$ cat src/design/tach_cfg_pkg.sv
package tach_cfg_pkg;
  // register byte addresses and power-on values
  localparam logic [7:0] PULSE_CFG_ADDR = 8'h78;
  localparam logic [7:0] TEST_FIRST_ADDR = 8'h7e;
  localparam logic [7:0] TEST_SECOND_ADDR = 8'h7f;
  localparam logic [7:0] PULSE_CFG_RESET = 8'h00;
  localparam logic [7:0] TEST_RESET = 8'h00;
  localparam logic [7:0] UNMAPPED_READ = 8'h00;

  // field layout of the pulse-count register
  localparam int FAN_CHANNELS = 4;
  localparam int SEL_W = 2;
  localparam int FIRST_SEL_LSB = 0;
  localparam int SECOND_SEL_LSB = 2;
  localparam int THIRD_SEL_LSB = 4;
  localparam int FOURTH_SEL_LSB = 6;

  // measurement timing
  localparam int CLK_HZ = 25_000_000;
  localparam int NORMAL_PERIOD_MS = 1000;
  localparam int FAST_PERIOD_MS = 250;
  localparam int NORMAL_CYCLES = CLK_HZ / 1000 * NORMAL_PERIOD_MS;
  localparam int FAST_CYCLES = CLK_HZ / 1000 * FAST_PERIOD_MS;
  localparam int TIMER_W = 25;
  localparam int PERIOD_W = 24;
  localparam int EDGE_W = 3;

  typedef enum logic [2:0] {
    WIN_IDLE = 3'b001,
    WIN_ARMED = 3'b010,
    WIN_COUNT = 3'b100
  } win_state_t;

  // field code 00..11 means one to four pulses
  function automatic logic [EDGE_W-1:0] pulses_needed(
    input logic [SEL_W-1:0] sel
  );
    pulses_needed = {1'b0, sel} + 3'h1;
  endfunction : pulses_needed
endpackage : tach_cfg_pkg

$ cat src/design/tach_win_if.sv
`timescale 1ns/1ns
interface tach_win_if;
  import tach_cfg_pkg::*;
  logic [SEL_W-1:0] sel;
  logic start;
  logic tach_edge;
  logic done;
  logic [PERIOD_W-1:0] period;
  modport ctrl (output sel, output start, output tach_edge,
                input done, input period);
  modport win (input sel, input start, input tach_edge,
               output done, output period);
endinterface : tach_win_if

$ cat src/design/tach_window.sv
`timescale 1ns/1ns
module tach_window
  import tach_cfg_pkg::*;
(
  input wire logic clk,
  input wire logic rst_n,
  input wire logic ce,
  tach_win_if.win link
);
  win_state_t state;
  logic [SEL_W-1:0] held_sel;
  logic [EDGE_W-1:0] edges_seen;
  logic [PERIOD_W-1:0] cycles;
  logic [PERIOD_W-1:0] period;
  logic done;
  wire [EDGE_W-1:0] next_edges = edges_seen + 3'h1;
  wire last_edge = (state == WIN_COUNT) && link.tach_edge &&
                   (next_edges == pulses_needed(held_sel));
  wire cycles_full = &cycles;

  assign link.done = done;
  assign link.period = period;

  ////////////////////////////////////////////////////////////////////////
  // window: arm on start, open on first edge, close after n more edges;
  // the select is held at arming so a write mid-window cannot skew it
  always_ff @(posedge clk or negedge rst_n) begin
    if (!rst_n) begin
      state <= WIN_IDLE;
      held_sel <= '0;
      edges_seen <= '0;
      cycles <= '0;
      period <= '0;
      done <= 1'b0;
    end else if (ce) begin
      done <= 1'b0;
      if (!cycles_full) cycles <= cycles + 24'h1; // saturates on stall
      case (state)
        WIN_IDLE, WIN_ARMED: begin
          if (link.start) begin
            state <= WIN_ARMED;
            held_sel <= link.sel;
          end else if (state == WIN_ARMED && link.tach_edge) begin
            state <= WIN_COUNT;
            edges_seen <= '0;
            cycles <= '0;
          end
        end
        WIN_COUNT: begin
          if (link.start) begin
            state <= WIN_ARMED; // late window abandoned, no result
            held_sel <= link.sel;
          end else if (last_edge) begin
            state <= WIN_IDLE;
            period <= cycles;
            done <= 1'b1;
          end else if (link.tach_edge) begin
            edges_seen <= next_edges;
          end
        end
        default: state <= WIN_IDLE;
      endcase
    end
  end

  ////////////////////////////////////////////////////////////////////////
  property p_window_close;
    @(posedge clk) disable iff (!rst_n)
      (ce && last_edge && !link.start) |=> done && state == WIN_IDLE;
  endproperty
  a_window_close: assert property (p_window_close)
    else $error("window did not close on the selected pulse");

  property p_no_early_done;
    @(posedge clk) disable iff (!rst_n)
      (done && $past(ce)) |->
        $past(state) == WIN_COUNT && $past(link.tach_edge);
  endproperty
  a_no_early_done: assert property (p_no_early_done)
    else $error("result given without a closing pulse");

  c_window_done: cover property (@(posedge clk) disable iff (!rst_n)
    done && held_sel == 2'h3);
endmodule : tach_window

$ cat src/design/tach_pulse_count_config.sv
`timescale 1ns/1ns
// Contract
// - lock makes pulse-count register ignore writes
// - bits 1:0 give first channel pulse count
// - bits 3:2 give second channel pulse count
// - bits 5:4 give third channel pulse count
// - bits 7:6 give fourth channel pulse count
// - pulse-count register resets to 00h
// - lock blocks writes to both test registers
// - test registers reset to 00h
// - measure once a second, fast mode 250 ms
module tach_pulse_count_config
  import tach_cfg_pkg::*;
#(
  parameter logic [TIMER_W-1:0] NORMAL_COUNT = TIMER_W'(NORMAL_CYCLES),
  parameter logic [TIMER_W-1:0] FAST_COUNT = TIMER_W'(FAST_CYCLES)
)(
  input wire logic clk,
  input wire logic rst_n,
  input wire logic ce,
  input wire logic [7:0] reg_addr,
  input wire logic reg_wr,
  input wire logic [7:0] reg_wdata,
  input wire logic reg_rd,
  output logic [7:0] reg_rdata,
  input wire logic config_lock,
  input wire logic fast_measure,
  input wire logic [FAN_CHANNELS-1:0] tach,
  output logic [FAN_CHANNELS*PERIOD_W-1:0] tach_period,
  output logic [FAN_CHANNELS-1:0] tach_valid,
  output logic meas_start
);
  logic [7:0] pulse_cfg;
  logic [7:0] test_first;
  logic [7:0] test_second;
  logic [TIMER_W-1:0] timer;
  logic [FAN_CHANNELS-1:0] tach_prev;

  ////////////////////////////////////////////////////////////////////////
  // address decode; the lock gates every write strobe here
  wire hit_cfg = (reg_addr == PULSE_CFG_ADDR);
  wire hit_t1 = (reg_addr == TEST_FIRST_ADDR);
  wire hit_t2 = (reg_addr == TEST_SECOND_ADDR);
  wire wr_ok = reg_wr && !config_lock;
  wire wr_cfg = wr_ok && hit_cfg;
  wire wr_t1 = wr_ok && hit_t1;
  wire wr_t2 = wr_ok && hit_t2;
  wire [7:0] read_mux = hit_cfg ? pulse_cfg :
                        hit_t1 ? test_first :
                        hit_t2 ? test_second : UNMAPPED_READ;

  // per-channel field slices
  wire [SEL_W-1:0] first_tach_pulse_count =
    pulse_cfg[FIRST_SEL_LSB +: SEL_W];
  wire [SEL_W-1:0] second_tach_pulse_count =
    pulse_cfg[SECOND_SEL_LSB +: SEL_W];
  wire [SEL_W-1:0] third_tach_pulse_count =
    pulse_cfg[THIRD_SEL_LSB +: SEL_W];
  wire [SEL_W-1:0] fourth_tach_pulse_count =
    pulse_cfg[FOURTH_SEL_LSB +: SEL_W];
  wire [FAN_CHANNELS*SEL_W-1:0] sel_bus = {fourth_tach_pulse_count,
    third_tach_pulse_count, second_tach_pulse_count,
    first_tach_pulse_count};

  // measurement cadence; switching rate takes effect at next wrap
  wire [TIMER_W-1:0] reload = fast_measure ? FAST_COUNT : NORMAL_COUNT;
  wire timer_wrap = (timer == '0);
  wire [FAN_CHANNELS-1:0] tach_rise = tach & ~tach_prev;

  ////////////////////////////////////////////////////////////////////////
  // register bank
  always_ff @(posedge clk or negedge rst_n) begin
    if (!rst_n) begin
      pulse_cfg <= PULSE_CFG_RESET;
      test_first <= TEST_RESET;
      test_second <= TEST_RESET;
    end else if (ce) begin
      if (wr_cfg) pulse_cfg <= reg_wdata;
      if (wr_t1) test_first <= reg_wdata;
      if (wr_t2) test_second <= reg_wdata;
    end
  end

  // read data is registered one cycle after the read strobe
  always_ff @(posedge clk or negedge rst_n) begin
    if (!rst_n) reg_rdata <= UNMAPPED_READ;
    else if (ce && reg_rd) reg_rdata <= read_mux;
  end

  ////////////////////////////////////////////////////////////////////////
  // interval timer and tach edge detection
  always_ff @(posedge clk or negedge rst_n) begin
    if (!rst_n) begin
      timer <= '0;
      meas_start <= 1'b0;
      tach_prev <= '0;
    end else if (ce) begin
      timer <= timer_wrap ? reload - 25'h1 : timer - 25'h1;
      meas_start <= timer_wrap;
      tach_prev <= tach;
    end
  end

  ////////////////////////////////////////////////////////////////////////
  // one measurement window per fan channel; results are gathered on nets
  // so that a single process below owns each output vector
  wire [FAN_CHANNELS-1:0] win_done;
  wire [FAN_CHANNELS*PERIOD_W-1:0] next_period;
  for (genvar i = 0; i < FAN_CHANNELS; i++) begin : g_fan
    tach_win_if link ();
    assign link.sel = sel_bus[i*SEL_W +: SEL_W];
    assign link.start = meas_start;
    assign link.tach_edge = tach_rise[i];
    tach_window u_win (
      .clk(clk),
      .rst_n(rst_n),
      .ce(ce),
      .link(link.win)
    );
    assign win_done[i] = link.done;
    // a channel keeps its last period until its window closes again
    assign next_period[i*PERIOD_W +: PERIOD_W] =
      link.done ? link.period : tach_period[i*PERIOD_W +: PERIOD_W];
  end

  // result flops: valid is a one-cycle echo of the window's done
  always_ff @(posedge clk or negedge rst_n) begin
    if (!rst_n) begin
      tach_period <= '0;
      tach_valid <= '0;
    end else if (ce) begin
      tach_period <= next_period;
      tach_valid <= win_done;
    end
  end

  ////////////////////////////////////////////////////////////////////////
  property p_cfg_locked;
    @(posedge clk) disable iff (!rst_n)
      (config_lock && reg_wr && hit_cfg) |=> $stable(pulse_cfg);
  endproperty
  a_cfg_locked: assert property (p_cfg_locked)
    else $error("locked pulse-count register changed");

  property p_cfg_write;
    @(posedge clk) disable iff (!rst_n)
      (ce && !config_lock && reg_wr && hit_cfg) |=>
        pulse_cfg == $past(reg_wdata);
  endproperty
  a_cfg_write: assert property (p_cfg_write)
    else $error("unlocked pulse-count write lost");

  property p_test_locked;
    @(posedge clk) disable iff (!rst_n)
      (config_lock && reg_wr) |=>
        $stable(test_first) && $stable(test_second);
  endproperty
  a_test_locked: assert property (p_test_locked)
    else $error("locked test register changed");

  property p_first_field;
    @(posedge clk) disable iff (!rst_n)
      g_fan[0].link.sel == pulse_cfg[1:0];
  endproperty
  a_first_field: assert property (p_first_field)
    else $error("first channel select mismatch");

  property p_second_field;
    @(posedge clk) disable iff (!rst_n)
      g_fan[1].link.sel == pulse_cfg[3:2];
  endproperty
  a_second_field: assert property (p_second_field)
    else $error("second channel select mismatch");

  property p_third_field;
    @(posedge clk) disable iff (!rst_n)
      g_fan[2].link.sel == pulse_cfg[5:4];
  endproperty
  a_third_field: assert property (p_third_field)
    else $error("third channel select mismatch");

  property p_fourth_field;
    @(posedge clk) disable iff (!rst_n)
      g_fan[3].link.sel == pulse_cfg[7:6];
  endproperty
  a_fourth_field: assert property (p_fourth_field)
    else $error("fourth channel select mismatch");

  property p_reload;
    @(posedge clk) disable iff (!rst_n)
      (ce && timer_wrap) |=>
        timer == $past(reload) - 25'h1 && meas_start;
  endproperty
  a_reload: assert property (p_reload)
    else $error("interval timer reloaded wrongly");

  property p_test_read;
    @(posedge clk) disable iff (!rst_n)
      (ce && reg_rd && hit_t1) |=> reg_rdata == $past(test_first);
  endproperty
  a_test_read: assert property (p_test_read)
    else $error("test register read wrong");

  // reset values are checked without a disable so reset itself is seen
  property p_cfg_reset;
    @(posedge clk) !rst_n |=> pulse_cfg == PULSE_CFG_RESET;
  endproperty
  a_cfg_reset: assert property (p_cfg_reset)
    else $error("pulse-count register not at reset value");

  property p_test_reset;
    @(posedge clk) !rst_n |=>
      test_first == TEST_RESET && test_second == TEST_RESET;
  endproperty
  a_test_reset: assert property (p_test_reset)
    else $error("test register not at reset value");

  property p_test_write;
    @(posedge clk) disable iff (!rst_n)
      (ce && !config_lock && reg_wr && hit_t2) |=>
        test_second == $past(reg_wdata);
  endproperty
  a_test_write: assert property (p_test_write)
    else $error("unlocked test register write lost");

  property p_cfg_read;
    @(posedge clk) disable iff (!rst_n)
      (ce && reg_rd && hit_cfg) |=> reg_rdata == $past(pulse_cfg);
  endproperty
  a_cfg_read: assert property (p_cfg_read)
    else $error("pulse-count register read wrong");

  c_locked_write: cover property (@(posedge clk) disable iff (!rst_n)
    config_lock && reg_wr && hit_cfg);
  c_fast_start: cover property (@(posedge clk) disable iff (!rst_n)
    fast_measure && meas_start);
  c_valid: cover property (@(posedge clk) disable iff (!rst_n)
    tach_valid[0]);
endmodule : tach_pulse_count_config

$ cat config.mk
export PLATFORM = sky130hd
export DESIGN_NAME = tach_pulse_count_config
export DESIGN_NICKNAME = d
export VERILOG_FILES = /design/src/design/tach_cfg_pkg.sv /design/src/design/tach_win_if.sv /design/src/design/tach_window.sv /design/src/design/tach_pulse_count_config.sv
export SDC_FILE = /design/constraint.sdc
export NUM_CORES = 1
export LEC_CHECK = 0
export BUFFER_PORTS_ARGS = -buffer_cell sky130_fd_sc_hd__clkbuf_2
export CORE_ASPECT_RATIO = 0.8
export CORE_MARGIN = 2
export CORE_UTILIZATION = 58
export CTS_BUF_LIST = sky130_fd_sc_hd__clkbuf_4 sky130_fd_sc_hd__clkbuf_8
export CTS_CLUSTER_SIZE = 16
export DETAILED_ROUTE_END_ITERATION = 10
export PLACE_DENSITY_LB_ADDON = 0.08
export SLEW_MARGIN = 40
export SYNTH_ARGS = -nofsm -noshare
export SYNTH_HDL_FRONTEND = slang
export SYNTH_SLANG_ARGS = --single-unit
$ cat constraint.sdc
create_clock -name clk -period 5.9 [get_ports clk]
set_input_delay 0 -clock clk [delete_from_list [all_inputs] [get_ports clk]]
set_output_delay 0 -clock clk [all_outputs]
set_load 0.05 [all_outputs]
==> summary.md, run 1 <==
| Metric | Value |
|---|---|
| Run status | `completed` |
| Hold depth | `4` |
| Register area share after synthesis | `55.1%` |
| Post-synth top area cell | `dfrtp_1` |
| Final #Nets | `1,705` |
| Share of layout cells above drive strength 1 | `30.4%` |
| Via-per-instance ratio | `5.70` |
| RSZ-0062 raised after global routing | `no` |
| Rows | `57` |
| CTS Sinks | `390` |
| Worst-path maximum fanout | `9` |
| Hold Crit Class | `input port to flip-flop` |
| Hold EP | `reg_rdata[6]` |
| Pint | `4.32 mW` |
| HP Start | `reg_addr[2]` |
| I/O pin cnt | `136` |
| Global-route wire length before repair | `60,000 um` |
| Post-synthesis simple-gate area fraction | `13.8%` |
| CP delay by family, top | `buffers and inverters` |
| # Post-CTS Setup Buffers | `0` |
| Largest net degree at the start of global routing | `143` |
| Total Routing Usage GR | `23.1%` |
| Worst slew margin | `43.4%` |
| Post-synthesis net count | `1,535` |
| Worst Path Required | `6380 ps` |
| Layout Skew | `16.7 ps` |
| H-tree Lvls | `2` |
| Synthesized-area fraction occupied by xor and xnor cells | `4.35%` |
| Post-DP HPWL | `24,000 um` |
| Cell Chain, Critical Path | `dlygate4sd3_1 -> clkbuf_2 -> nand2_1 -> dlygate4sd3_1 -> nor3_1 -> dlygate4sd3_1 -> buf_4 -> and4b_1 -> mux2_2` |
| CP max stage cell | `dlygate4sd3_1` |
| Setup TNS | `0 ps` |
| PwrDens | `293 mW/mm^2` |
| Full die area | `0.0320 sq mm` |
| Top FF cell, synth | `dfrtp_1` |
| Peak supply drop | `170 uV` |
| GRT overflow | `0` |
| Cts bufs inserted | `59` |
| Post-synthesis compound-gate area fraction | `7.67%` |
| Critical path class | `input port to flip-flop` |
| CORE AREA | `0.0302 sq mm` |
| Worst Path Buf+Inv | `5` |
| Leakage | `9.75 nW` |
| Largest family of logic cells by synthesized area | `multiplexers` |
| Initial antenna violation count | `0` |
| Post-DRT Antenna Nets | `0` |
| # diodes | `0` |
| Area share of fa/ha/maj cells after synthesis | `0.918%` |
| Clk pwr share | `37.1%` |
| Crit path top cell by count | `dlygate4sd3_1` |
| Sw Ratio | `27.1%` |
| Leading cell types in the layout, fill and taps excluded | `dfrtp_1 (386), mux2_2 (214), clkbuf_2 (133)` |
| Worst-Skew Late Latency | `610 ps` |
| Vias in the first global route | `11,800` |
| Sequential Power Share | `52.3%` |
| Reg-to-reg slack, setup | `3380 ps` |
| Final instance count without filler cells | `2,118` |
| Share of the synthesized area in the top cell type | `54.5%` |
| Comb pwr share | `10.6%` |
| Fillcell total | `2,355` |
| Worst-Margin Slew | `842 ps` |
| Slew Limit Fails | `0` |
| Initial Utilization | `58.6%` |
| # DRC | `0` |
| DRT iter0 DRCs | `912` |
| Fin crit share | `44.0%` |
| Placed Cells | `1,992` |
| Register-to-Register Path Depth | `5` |
| #FFs+latches synth | `390` |
| Asr flop ratio synth | `100%` |
| Psw | `1.61 mW` |
| WL/cell | `17.0 um` |
| F_max | `385 MHz` |
| Port Buffer Count | `135` |
| Post-cts resize count | `0` |
| Mapped Cells | `1,495` |
| Max Cap Violations | `0` |
| Avg Synthesized Cell Area | `11.8 sq um` |
| Synthesis-to-finish area growth | `14.4%` |
| Final count of hold timing violations | `0` |
| DRT Pass-1 Iters | `5` |
| Clock-pin slew on the worst setup and hold paths | `60 ps` |
| Slowest stage delay, CP | `580 ps` |
| Post-synth EDFFs | `0` |
| CTS Root Buffer Type | `clkbuf_8` |
| Gpl congestion | `0.866` |
| Nature of the critical path endpoint | `flip-flop` |
| Detailed Route WL | `35,900 um` |
| Mux cell area share after synthesis | `15.9%` |
| CTS tree | `done` |
| Vias | `12,100` |
| Critical Path Source Type | `input port` |
| Worst r2r dst | `timer[4]` |
| Top cells by area, synth | `dfrtp_1 (55%), mux2_2 (14%), xnor2_1 (2.8%), nor2_1 (2.2%), nand2_1 (1.7%)` |
| Post-Syn Area | `0.0177 sq mm` |
| Clock Tree Buf Depth | `3` |
| Netlist cell types | `71` |
| YS warnings | `0` |
| Fin crit period | `2600 ps` |
| Leading cell type in the layout, fill and taps excluded | `dfrtp_1` |
| WP data arrival | `3080 ps` |
| Worst R2R Start | `timer[12]` |
| Die Span X | `199 um` |
| Final setup violation count | `0` |
| Height of the chip | `160 um` |
cell families after synthesis:
family | after synthesis
AND/OR/NAND/NOR | 456
flip-flops | 390
multiplexers | 245
AO/OA/AOI/OAI | 208
buffers and inverters | 95
XOR/XNOR | 88
adder cells (fa/ha/maj) | 13
state kept, by name, indices dropped and copies added (netlist names):
register / count
tach_prev: 4
meas_start: 1
g_fan.u_win.state: 12
test_second: 8
g_fan.u_win.cycles: 96
g_fan.u_win.held_sel: 8
g_fan.u_win.link.period: 96
reg_rdata: 8
tach_period: 96
g_fan.u_win.edges_seen: 12
pulse_cfg: 8
tach_valid: 4
timer: 25
g_fan.u_win.link.done: 4
test_first: 8
cells in the mapped netlist (all sizes together), types with 4 or more instances:
cell and n:
nor2 105, xnor2 57, and4 7, a2111oi 8, buf 15, clkbuf 48, and3 15, or3b 4
nand2b 27, dfrtp 386, a221oi 8, or2 5, o41ai 5, or4 16, mux2 233, nand2 83
nand4 31, xor2 31, nor3 40, a211oi 9, o21a 6, nor4 28, or3 19, nor3b 8
a21oi 58, nor2b 8, o2111ai 7, o21ai 48, nand3 40, dfstp 4, o211ai 8, a21o 7
o31ai 17, ha 13, inv 32, mux2i 12, and2 8
worst register-to-register path, delay by kind of cell (launching register included):
family / cells / cell delay [ps]
flip-flops: 1 / 410
AO/OA/AOI/OAI: 2 / 410
AND/OR/NAND/NOR: 3 / 1580
layout make-up:
class                      instances  area (sq um)  area share [%]
timing repair buffer             172          1080            5.33
clock buffer                      87          1070            5.29
multi-input combinational       1010          7600            37.5
inverter                          32           120           0.593
tap                              413           517            2.55
sequential                       390          9760            48.2
clock inverter                    14           103           0.506
power by group through the flow:
stage	Sequential (mW)	Combinational, mW	Clock, mW
floorplan	3.10	0.430	0
global placement	3.14	0.590	0
detailed placement	3.14	0.610	0
CTS	3.10	0.624	2.27
global route	3.14	0.717	2.39
finish	3.10	0.626	2.20
how the worst max path moves through the flow:
stage	startpoint	endpoint	slack, ps	cells after the start
floorplan	g_fan[2].u_win.state[0]	g_fan[2].u_win.link.period[10]	3660	7
global placement	g_fan[0].u_win.cycles[0]	g_fan[0].u_win.cycles[9]	3320	6
detailed placement	timer[14]	timer[23]	3380	5
CTS	timer[14]	timer[23]	3360	5
global route	reg_addr[1]	reg_rdata[5]	3220	10
finish	reg_addr[1]	test_first[3]	3300	9
timing repair:
item                                    4_1_cts  5_1_grt
endpoints found under the setup margin        0        0
endpoints found under the hold margin       153       19
hold buffers                                 22        1
per-stage QoR:
stage | cell area, sq um | utilization (%) | setup slack (ps) | power (mW) | hold slack [ps]
finish | 20300 | 67.0 | 3300 | 5.93 | 56.6
global route | 20300 | 67.0 | 3220 | 6.24 | 59.8
CTS | 20200 | 66.7 | 3360 | 5.99 | 10.7
detailed placement | 18800 | 62.1 | 3380 | 3.75 | 57.2
global placement | 18700 | 62.0 | 3320 | 3.73 | 59.7
floorplan | 17700 | - | 3660 | 3.53 | -296
metal layers:
metal	up-vias	GRT usage [%]	share of wire, %
met5	-	0	0
met4	0	5.72	1.2
met3	38	3.86	4.4
met2	271	34.2	44
met1	6010	35.6	50
li1	5764	-	-
(Power assumes the default switching activity.)
==> inputs of run 2 (changes only) <==
==> constraint.sdc (replaced) <==
create_clock -name clk -period 2.5 [get_ports clk]
set_input_delay 0 -clock clk [delete_from_list [all_inputs] [get_ports clk]]
set_output_delay 0 -clock clk [all_outputs]
set_load 0.05 [all_outputs]
==> summary.md, run 2 (same netlist as run 1, synthesis figures left out) <==
| Metric | Value |
|---|---|
| Cts bufs inserted | `60 (was 59)` |
| Run status | `completed (unchanged)` |
| CORE AREA | `0.0302 sq mm (unchanged)` |
| Global-route wire length before repair | `60,400 um (was 60,000 um)` |
| Leakage | `9.98 nW (was 9.75 nW)` |
| DRT iter0 DRCs | `873 (was 912)` |
| Detailed Route WL | `36,200 um (was 35,900 um)` |
| H-tree Lvls | `2 (unchanged)` |
| CTS tree | `done (unchanged)` |
| WL/cell | `16.7 um (was 17.0 um)` |
| F_max | `431 MHz` |
| Fin crit share | `92.7%` |
| Synthesis-to-finish area growth | `16.7% (was 14.4%)` |
| Final Instance Area | `0.0207 sq mm (was 0.0203 sq mm)` |
| # Post-CTS Setup Buffers | `0 (unchanged)` |
| Worst slew margin | `56.5% (was 43.4%)` |
| PwrDens | `701 mW/mm^2 (was 293 mW/mm^2)` |
| Leading cell types in the layout, fill and taps excluded | `dfrtp_1 (386), mux2_2 (214), clkbuf_2 (133) (unchanged)` |
| Hold Crit Class | `input port to flip-flop (unchanged)` |
| Worst-path maximum fanout | `25 (was 9)` |
| HP Start | `reg_wr (was reg_addr[2])` |
| Clock Tree Buf Depth | `3 (unchanged)` |
| WP data arrival | `2820 ps (was 3080 ps)` |
| Height of the chip | `160 um (unchanged)` |
| Worst Path Required | `3000 ps (was 6380 ps)` |
| Rows | `57 (unchanged)` |
| Initial antenna violation count | `1 (was 0)` |
| Worst-Margin Slew | `636 ps (was 842 ps)` |
| Slew Limit Fails | `0 (unchanged)` |
| Final instance count without filler cells | `2,162 (was 2,118)` |
| Gpl congestion | `0.860 (was 0.866)` |
| Fillcell total | `2,330 (was 2,355)` |
| Worst-Skew Late Latency | `620 ps (was 610 ps)` |
| Crit. Startpoint | `g_fan[2].u_win.edges_seen[0] (was reg_addr[1])` |
| Share of layout cells above drive strength 1 | `31.6% (was 30.4%)` |
| GRT overflow | `0 (unchanged)` |
| Final setup violation count | `0 (unchanged)` |
| Layout Skew | `13.3 ps (was 16.7 ps)` |
| Leading cell type in the layout, fill and taps excluded | `dfrtp_1 (unchanged)` |
| Post-DP HPWL | `24,600 um (was 24,000 um)` |
| Full die area | `0.0320 sq mm (unchanged)` |
| # DRC | `0 (unchanged)` |
| I/O pin cnt | `136 (unchanged)` |
| Top flop regs | `g_fan.u_win.cycles (96), g_fan.u_win.link.period (96), tach_period (96) (unchanged)` |
| Port Buffer Count | `135 (unchanged)` |
| Vias in the first global route | `12,000 (was 11,800)` |
| Setup TNS | `0 ps (unchanged)` |
| Final count of hold timing violations | `0 (unchanged)` |
| Total Routing Usage GR | `23.4% (was 23.1%)` |
| Placed Area | `0.0191 sq mm (was 0.0188 sq mm)` |
| Placed Cells | `2,029 (was 1,992)` |
| Reg-to-reg slack, setup | `180 ps (was 3380 ps)` |
| Initial Utilization | `58.6% (unchanged)` |
| CTS Root Buffer Type | `clkbuf_8 (unchanged)` |
| Final #Nets | `1,742 (was 1,705)` |
| Critical Path Source Type | `flip-flop (was input port)` |
| Worst R2R Start | `g_fan[2].u_win.edges_seen[0] (was timer[12])` |
| CTS Sinks | `390 (unchanged)` |
| Max Cap Violations | `0 (unchanged)` |
| DP Worst Slack | `93.7 ps (was 3380 ps)` |
| RSZ-0062 raised after global routing | `no (unchanged)` |
| Vias | `12,300 (was 12,100)` |
| Critical path class | `flip-flop to flip-flop (was input port to flip-flop)` |
| Peak supply drop | `479 uV (was 170 uV)` |
| Fin crit period | `2320 ps` |
| Final core area utilization | `68.3% (was 67.0%)` |
| Final WS setup | `182 ps (was 3300 ps)` |
| CP Capture Point | `g_fan[2].u_win.link.period[15] (was test_first[3])` |
| Clock-pin slew on the worst setup and hold paths | `60 ps (about the same)` |
| Post-DRT Antenna Nets | `0 (unchanged)` |
| Worst r2r dst | `g_fan[2].u_win.link.period[15] (was timer[4])` |
| Nature of the critical path endpoint | `flip-flop (unchanged)` |
| Die Span X | `199 um (unchanged)` |
| Via-per-instance ratio | `5.70 (about the same)` |
| Register-to-Register Path Depth | `6 (was 5)` |
| Largest net degree at the start of global routing | `60 (was 143)` |
| DRT Pass-1 Iters | `7 (was 5)` |
-- run 2: changes by cell type in the layout (fill, tap and decap cells not counted), moves of 2 or more --
cell / before / now
buf_4: 11 / 44
clkbuf_8: 67 / 74
buf_12: 1 / 7
nand2_1: 75 / 81
nand2_2: 6 / 0
clkbuf_4: 20 / 23
clkinv_2: 10 / 7
buf_16: 2 / 0
nor4_4: 2 / 0
-- run 2: area by class of cell --
cell class	count	area, sq um	share of cell area [%]
sequential	390	9760	47.3
multi-input combinational	1010	7580	36.7
timing repair buffer	208	1380	6.68
clock buffer	97	1190	5.76
tap	413	517	2.50
inverter	32	120	0.581
clock inverter	11	110	0.533
antenna	1	2.50	0.0121
-- run 2: worst max-delay path, stage by stage (launching register included) --
cell and delay, ps:
dfrtp_1 410, ha_1 340, xor2_1 160, or4b_4 500
nor2_4 230, nand2_8 190, mux2_4 350
-- run 2: worst min path at each step --
stage / to / cells past startpoint
5_1_grt: pulse_cfg[6] / 3
2_1_floorplan: g_fan[0].u_win.cycles[0] / 0
4_1_cts: test_second[5] / 3
3_5_place_dp: tach_period[95] / 1
6_report: pulse_cfg[6] / 3
3_3_place_gp: tach_period[95] / 1
-- run 2: stage by stage --
step	total power, mW	hold WS, ps
5_1_grt	15.2	94.5
3_3_place_gp	8.87	61.4
4_1_cts	14.7	64.7
2_1_floorplan	8.32	-296
3_5_place_dp	8.95	59.7
6_report	14.5	93.7
-- run 2: metal layers --
| layer | wire, um | vias up | GRT usage (%) | part of all wire (%) |
|---|---|---|---|---|
| met5 | 0 | - | 0 | 0 |
| met4 | 660 | 0 | 6.60 | 1.8 |
| met2 | 15900 | 297 | 34.7 | 44 |
| li1 | - | 5861 | - | - |
| met1 | 17800 | 6096 | 35.8 | 49 |
| met3 | 1840 | 60 | 3.82 | 5.1 |
-- run 2: power breakdown --
group / total [mW] / switching, mW / leakage, nW / internal [mW]
clock: 5.61 / 2.40 / 0.694 / 3.20
sequential: 7.30 / 0.551 / 5.30 / 6.75
combinational: 1.58 / 0.896 / 3.98 / 0.685
-- run 2: what timing repair did --
item,in CTS,in global routing
gates resized for setup,0,3
hold endpoints to repair,448,0
hold buffers,25,0
endpoints found under the setup margin,0,6
